<file path="config.mk">
export PLATFORM = sky130hd
export DESIGN_NAME = rcod_top
export DESIGN_NICKNAME = d
export VERILOG_FILES = /design/src/hw/rcod_top.v /design/src/hw/rcod_divider.v
export VERILOG_INCLUDE_DIRS = /design/src /design/src/hw
export SDC_FILE = /design/constraint.sdc
export NUM_CORES = 1
export LEC_CHECK = 0
export BUFFER_PORTS_ARGS = -buffer_cell sky130_fd_sc_hd__buf_2
export CAP_MARGIN = 20
export CORE_MARGIN = 2
export CORE_UTILIZATION = 45
export DETAILED_ROUTE_END_ITERATION = 8
export PLACE_DENSITY = 0.82
export SLEW_MARGIN = 30
export SYNTH_ARGS = -nofsm -noshare
export SYNTH_HDL_FRONTEND = slang
export SYNTH_SLANG_ARGS = --single-unit
</file>
<file path="constraint.sdc">
create_clock -name CLK -period 3.42 [get_ports CLK]
set_input_delay 0.684 -clock CLK [delete_from_list [all_inputs] [get_ports CLK]]
set_output_delay 0.684 -clock CLK [all_outputs]
set_load 0.03 [all_outputs]
</file>
<file path="src/hw/rcod_map.vh">
// register map, field positions and reset values for the reference clock output divider
`ifndef RCOD_MAP_VH
`define RCOD_MAP_VH

`define RCOD_ADDR_W            4
`define RCOD_ADDR_CTRL         4'h0
`define RCOD_ADDR_STATUS       4'h1
`define RCOD_DATA_W            16

`define RCOD_BIT_OUT_ENABLE    15
`define RCOD_BIT_RESERVED14    14
`define RCOD_BIT_RUN_IN_SLEEP  13
`define RCOD_BIT_SOURCE_SELECT 12
`define RCOD_DIV_MSB           11
`define RCOD_DIV_LSB           8
`define RCOD_DIV_W             4

`define RCOD_CTRL_WMASK        16'hbf00
`define RCOD_CTRL_RESET        16'h0000
`define RCOD_ZERO16            16'h0000

`define RCOD_SRC_PRIMARY       1'b1
`define RCOD_SRC_SYSTEM        1'b0

`define RCOD_ST_OUT_BIT        0
`define RCOD_ST_ACTIVE_BIT     1
`define RCOD_ST_XTAL_BIT       2

`endif

</file>
<file path="src/hw/rcod_top.v">
// reference clock output control register and divided clock output
`timescale 1ns/1ps
`include "rcod_map.vh"

module rcod_top #(
  parameter DIV_CNT_W = 15
) (
  // clock and reset
  input  wire                    CLK,
  input  wire                    RST,
  // register port
  input  wire [`RCOD_ADDR_W-1:0] ADDR,
  input  wire [`RCOD_DATA_W-1:0] WDATA,
  input  wire                    WR,
  input  wire                    RD,
  output reg  [`RCOD_DATA_W-1:0] RDATA,
  // base clock qualifiers and device state
  input  wire                    PRI_OSC_TICK,
  input  wire                    SYS_CLK_TICK,
  input  wire                    SLEEP,
  // output pin
  output reg                     REFCLK_OUTPUT_PIN,
  output reg                     REFCLK_OUTPUT_PIN_OE,
  // crystal keep-alive request
  output reg                     XTAL_KEEP_IN_SLEEP
);

  reg  [`RCOD_DATA_W-1:0] ctrl;
  reg                     next_ctrl_pin;
  reg  [`RCOD_DATA_W-1:0] next_rdata;
  wire                    refclk_out_enable;
  wire                    refclk_run_in_sleep;
  wire                    refclk_source_select;
  wire [`RCOD_DIV_W-1:0]  refclk_divisor_code;
  wire                    base_tick;
  wire                    active;
  wire                    div_level;

  assign refclk_out_enable    = ctrl[`RCOD_BIT_OUT_ENABLE];
  assign refclk_run_in_sleep  = ctrl[`RCOD_BIT_RUN_IN_SLEEP];
  assign refclk_source_select = ctrl[`RCOD_BIT_SOURCE_SELECT];
  assign refclk_divisor_code  = ctrl[`RCOD_DIV_MSB:`RCOD_DIV_LSB];

  // primary oscillator tick or system clock tick, chosen by source select, passed with no sync
  assign base_tick = (refclk_source_select == `RCOD_SRC_PRIMARY) ? PRI_OSC_TICK : SYS_CLK_TICK;

  assign active = refclk_out_enable & (~SLEEP | refclk_run_in_sleep);

  rcod_divider #(
    .CNT_W     (DIV_CNT_W)
  ) u_div (
    .CLK       (CLK),
    .RST       (RST),
    .run       (active),
    .code      (refclk_divisor_code),
    .base_tick (base_tick),
    .div_out   (div_level)
  );

  always @(posedge CLK or posedge RST) begin
    if (RST) begin
      ctrl <= `RCOD_CTRL_RESET;
    end else if (WR && ADDR == `RCOD_ADDR_CTRL) begin
      ctrl <= WDATA & `RCOD_CTRL_WMASK;
    end
  end

  always @* begin
    next_rdata = `RCOD_ZERO16;
    if (!RD) begin
      next_rdata = `RCOD_ZERO16;
    end else if (ADDR == `RCOD_ADDR_CTRL) begin
      next_rdata = ctrl & `RCOD_CTRL_WMASK;
    end else if (ADDR == `RCOD_ADDR_STATUS) begin
      next_rdata[`RCOD_ST_OUT_BIT]    = REFCLK_OUTPUT_PIN;
      next_rdata[`RCOD_ST_ACTIVE_BIT] = active;
      next_rdata[`RCOD_ST_XTAL_BIT]   = XTAL_KEEP_IN_SLEEP;
    end
  end

  always @* begin
    next_ctrl_pin = active ? div_level : 1'b0;
  end

  always @(posedge CLK or posedge RST) begin
    if (RST) begin
      RDATA                <= `RCOD_ZERO16;
      REFCLK_OUTPUT_PIN    <= 1'b0;
      REFCLK_OUTPUT_PIN_OE <= 1'b0;
      XTAL_KEEP_IN_SLEEP   <= 1'b0;
    end else begin
      RDATA                <= next_rdata;
      REFCLK_OUTPUT_PIN    <= next_ctrl_pin;
      REFCLK_OUTPUT_PIN_OE <= refclk_out_enable;
      XTAL_KEEP_IN_SLEEP   <= refclk_out_enable & refclk_run_in_sleep &
                              (refclk_source_select == `RCOD_SRC_PRIMARY);
    end
  end

endmodule // rcod_top

</file>
<file path="src/hw/rcod_divider.v">
// power-of-two divider counter for the reference clock
`timescale 1ns/1ps
`include "rcod_map.vh"

module rcod_divider #(
  parameter CNT_W = 15
) (
  // clock and reset
  input  wire                    CLK,
  input  wire                    RST,
  // control
  input  wire                    run,
  input  wire [`RCOD_DIV_W-1:0]  code,
  // base clock qualifier
  input  wire                    base_tick,
  // divided level
  output reg                     div_out
);

  reg  [CNT_W-1:0] count;
  reg              next_div_out;

  always @* begin
    // code 0 passes base_tick, nonzero code n selects counter bit n-1
    if (code == {`RCOD_DIV_W{1'b0}}) begin
      next_div_out = base_tick;
    end else begin
      next_div_out = count[code - 1'b1];
    end
  end

  always @(posedge CLK or posedge RST) begin
    if (RST) begin
      count   <= {CNT_W{1'b0}};
      div_out <= 1'b0;
    end else if (!run) begin
      count   <= {CNT_W{1'b0}};
      div_out <= 1'b0;
    end else begin
      if (base_tick) begin
        count <= count + {{(CNT_W-1){1'b0}}, 1'b1};
      end
      div_out <= next_div_out;
    end
  end

endmodule // rcod_divider

</file>
* After elaboration in Yosys (flattened, before gate mapping)
Index checks and enable logic that the tools add are counted.
** Storage, ports and cells
- Output and inout bits :: 19
- Logic and storage cells :: 32
- Register bits :: 42
** Cells by class
- Eq/ne operators :: 2
- Mux-type cells :: 12
- Reduce and logical (&&, ||, !) cells :: 3
- Bitwise logic cells :: 5
- Add/subtract/negate cells :: 2
- Order comparisons :: 1
** Operator list (number)
- $mux 15 :: 2
- $mux 16 :: 1
- $add 15x1->15 const B :: 1
- $mux 13 :: 1
- $logic_not 4->1 :: 2
- $mux 3 :: 2
- $lt 4x5->1 const B :: 1
- $mux 1 :: 5
- $bmux 1 s4 :: 1
- $eq 4x1->1 const B :: 1
- $sub 4x1->4 const B :: 1
- $and 1x1->1 :: 3
- $ne 2x1->1 const B :: 1
- $logic_and 1x1->1 :: 1
- $not 1->1 :: 1
- $or 1x1->1 :: 1

* Longest topological paths before layout
- Word-level depth :: 6
- Mapped depth :: 7

* Cells and area by module
From an unflattened synthesis, not the netlist that was laid out.
** Unflattened totals
- Cells, all modules :: 163
- Area, all modules :: 1801.7 um^2
** By module, submodules not included
- rcod_divider :: instances 1, seq. area each 400.4 um^2, area each 1018.5 um^2, cells an instance 106
- rcod_top :: instances 1, seq. area each 500.5 um^2, area each 783.3 um^2, cells an instance 57

* Worst setup path after synthesis
OpenSTA, ideal clock, no wires.
- Path kind :: reg-to-reg
- From :: register ctrl[8]
- To :: register u_div.div_out
- Setup slack :: 1533 ps
- Path buffers :: 0
- Stages on the path, launching flop included :: 7
- Library setup time :: 149 ps
- Arrival :: 1738 ps
- Path through :: dfrtp_1 -> inv_1 -> ha_1 -> mux4_1 -> nor2_1 -> a2bb2oi_1 -> o22ai_1
** Between the ends
- Cells in the longest elaborated chain, start to end :: 5
** RTL lines
- start: declaration :: line rcod_top.v:28 : reg [`RCOD_DATA_W-1:0] ctrl;
- start signal: assignment :: line rcod_top.v:62 : ctrl <= `RCOD_CTRL_RESET;
- start signal: assignment :: line rcod_top.v:64 : ctrl <= WDATA & `RCOD_CTRL_WMASK;
- $sub 4x1->4 :: line rcod_divider.v:28 : next_div_out = count[code - 1'b1];
- $bmux 1 s4 :: line rcod_divider.v:28
- $mux 1 (not written as such) :: line rcod_divider.v:28
- $mux 1 (*) :: line rcod_divider.v:25 : if (code == {`RCOD_DIV_W{1'b0}}) begin
- $mux 1 (*) :: line rcod_divider.v:36 : end else if (!run) begin
- end signal: assignment :: line rcod_divider.v:43 : div_out <= next_div_out;
- end: declaration :: line rcod_divider.v:17 : output reg div_out
Mark *: on every way between the ends. The rest lies on a longest branch, timed or not. The select of a mux whose other input is x is not followed.
A chain may end at the register's enable or synchronous reset.

* Worst setup path in the final report
Same ends and word-level chain as after synthesis.

==> reports/summary.txt <==
Slowest CP cell: dfrtp_1
Area of the multi-input gates: 762 µm²
Critical Setup Path Class: reg2reg
Core Rows: 22
Fillers: 342
Clk pwr share: 34.8%
Int Power: 760 µW
First-pass GRT wire length: 5030 µm
CP top delay family: flip-flops
Crit path capture type: flip-flop
Simple-gate area share of the yosys netlist: 19.8%
GRT Resource Usage Total: 16.0%
VDD IR-drop max: 0.351 mV
Pin count of the biggest net entering global routing: 37
Outcome: finished, final reports clean
Tmin final: 2.13 ns
Startpoint Class: flip-flop
Critical-path maximum fanout: 7
ANT cells: 0
Clock Latency Late Sink: 0.29 ns
Sw power: 294 µW
Post-Syn Area: 0.00173 mm²
Die width: 66.1 µm
Yosys reg bits: 36
Yosys top cell area share: 51.9%
Max Clock Freq: 469 MHz
Clk buf depth: 2
Setup slack, reg-to-reg: 1.29 ns
Skew final: 0.00605 ns
# setup viols final: 0
Leak Pwr: 0.931 nW
Height of the die: 66.1 µm
Critical path required time: 3.59 ns
Pwr Density: 519 mW/mm²
Sequential share of the synthesized area: 51.9%
Fraction of layout cells with a size suffix above 1: 30.4%
Main flop type after synthesis: dfrtp_1
Grt ovf: 0
Post-route antenna net violation count: 0
Endpoints failing hold: 0
Post-CTS Setup Bufs: 0
PostCTS Resize Cnt: 0
Post-CTS Hold Fix Bufs: 0
RSZ-0062 raised after global routing: false
Post-synthesis adder-cell area fraction: 1.44%
Period utilization: 62.4%
Post-synth EDFFs: 0
Synth Area in Compound Gates: 4.91%
Placement Setup Slack: 1.34 ns
Sink Count: 36
Reg clk slew, reported paths: 0.07 ns
Largest family of logic cells by synthesized area: simple AND/OR/NAND/NOR gates
Portion of netlist area occupied by mux cells: 9.96%
IO Pins: 46
Worst-Margin Slew: 0.888 ns
Initial antenna violation count: 0
Cell chain of the critical path: inv_1 -> ha_1 -> xnor2_1 -> mux4_1 -> nor2_1 -> a2bb2oi_1 -> o22ai_1
Synth top area cells: dfrtp_1 52%, xnor2_1 5.1%, mux2_2 4.5%, nor2_1 3.5%, nor3_2 2.9%
Sw Share: 27.9%
Via count: 1228
Relative slew slack: 40.4%
CTS Buf Count: 5
Yosys top cell by area: dfrtp_1
Post-synthesis async set-or-reset flop share: 100%
Layout area overhead: 17.0%
Post-Synth XOR/XNOR Area: 6.57%
Worst hold path type: reg2reg
DR pass1 iterations: 4
Root Driver: clkbuf_8
Initial DRC count: 70
Reg area: 901 µm²
Max stage delay on crit path: 0.45 ns
Die area: 0.00437 mm²
Slew Limit Fails: 0
Routability congestion estimate: 0.771
DRC: 0
Wirelength, routed: 2960 µm
Comb pwr share: 19.1%
Core region area: 0.00369 mm²
TNS Setup: 0 ns
Yosys warns: 0
Mapped Cells: 154
Final nets: 219
Cell variety after synth: 37
WP buf/inv: 1
Flop pwr share: 46.1%
Detail Placement HPWL: 2170 µm
Max H-tree Level: 2
WP data arrival: 2.31 ns
Port Buf Inserts: 30
Vias in the first global route: 1149
Max-cap violations: 0
Initial Utilization: 47.0%
CTS tree: built
Drt wl/cell: 12.4 µm
Avg Vias per Cell: 5.14
Avg Inst Size Synth: 11.3 µm²
Final worst setup slack: 1.29 ns
-- synthesized netlist by cell type (all sizes together), types with 2 or more instances --
cell type / n
ha: 2
nor2: 16
and2: 7
inv: 8
nor4: 2
dfrtp: 36
a21oi: 5
mux2: 8
nor3: 9
buf: 7
nand3: 5
nor3b: 3
or3: 4
xor2: 3
nor2b: 2
xnor2: 10
mux4: 2
nand2: 6
nand4: 2
o21ai: 6
mux2i: 3
-- worst paths after layout --
kind / startpoint / end / depth (start not counted)
worst max-delay path: ctrl[8] / u_div.div_out / 7
worst min-delay path: ctrl[15] / REFCLK_OUTPUT_PIN_OE / 0
worst max register to register: ctrl[8] / u_div.div_out / 7
worst min register to register: ctrl[15] / REFCLK_OUTPUT_PIN_OE / 0
max in group asynchronous: RST / u_div.count[12] / 3
min in group asynchronous: RST / ctrl[9] / 3
-- per-layer routing --
metal,wire (µm),vias to the layer above,GRT usage (%)
met3,170,6,3.75
met1,1370,602,18.8
met5,0,-,0
met2,1330,35,24.8
met4,82,0,13.0
li1,-,585,-
-- cells in the final DEF, fill, tap and decap left out, types with 2 or more instances in the layout --
cell type	instances
nor3b_1	2
buf_2	30
mux2i_1	3
clkbuf_8	5
nor4_1	2
xor2_1	3
dfrtp_1	36
nor3_1	4
and2_1	7
a21oi_1	5
nand2_1	6
o21ai_0	5
nor3_2	5
nand3_2	2
nor2_1	16
nor2b_1	2
conb_1	6
inv_1	8
buf_4	2
xnor2_1	10
ha_1	2
or3_1	4
mux2_2	7
nand3_1	3
-- metrics by stage --
| step | utilization [%] | total power, mW | area (µm²) | hold WS (ns) | cells |
|---|---|---|---|---|---|
| after floorplan | - | 0.647 | 1750 | 0.392 | 159 |
| after global placement | 52.0 | 0.691 | 1920 | 0.422 | 231 |
| after detailed placement | 52.0 | 0.696 | 1920 | 0.426 | 231 |
| after CTS | 55.0 | 1.07 | 2030 | 0.443 | 239 |
| after global routing | 55.0 | 1.11 | 2030 | 0.467 | 239 |
| final | 55.0 | 1.05 | 2030 | 0.438 | 239 |
-- layout make-up --
class                      instances  area share [%]
clock buffer                       5            3.39
clock inverter                     3            2.10
inverter                           8            1.48
multi-input combinational        107            37.5
sequential                        36            44.4
tap                               48            2.96
timing repair buffer              32            8.14
-- registers in the layout (all words and copies together), names as in the netlist --
name                  flops
RDATA                    10
REFCLK_OUTPUT_PIN         1
REFCLK_OUTPUT_PIN_OE      1
XTAL_KEEP_IN_SLEEP        1
ctrl                      7
u_div.count              15
u_div.div_out             1
-- logic make-up (layout without fill, tap and decap cells) --
logic type / count (synthesis) / after routing
AND/OR/NAND/NOR: 58 / 58
flip-flops: 36 / 36
buffers and inverters: 16 / 48
AO/OA/AOI/OAI: 15 / 15
XOR/XNOR: 13 / 13
multiplexers: 13 / 13
adder cells (fa/ha/maj): 2 / 2
other: 1 / 6
-- power groups by stage --
stage | sequential, mW | combinational [mW] | clock (mW)
after detailed placement | 0.495 | 0.201 | 0
after floorplan | 0.500 | 0.147 | 0
after global routing | 0.491 | 0.223 | 0.399
final | 0.486 | 0.201 | 0.367
after global placement | 0.494 | 0.198 | 0
after CTS | 0.486 | 0.202 | 0.377
Power figures use the tool's default switching activity.
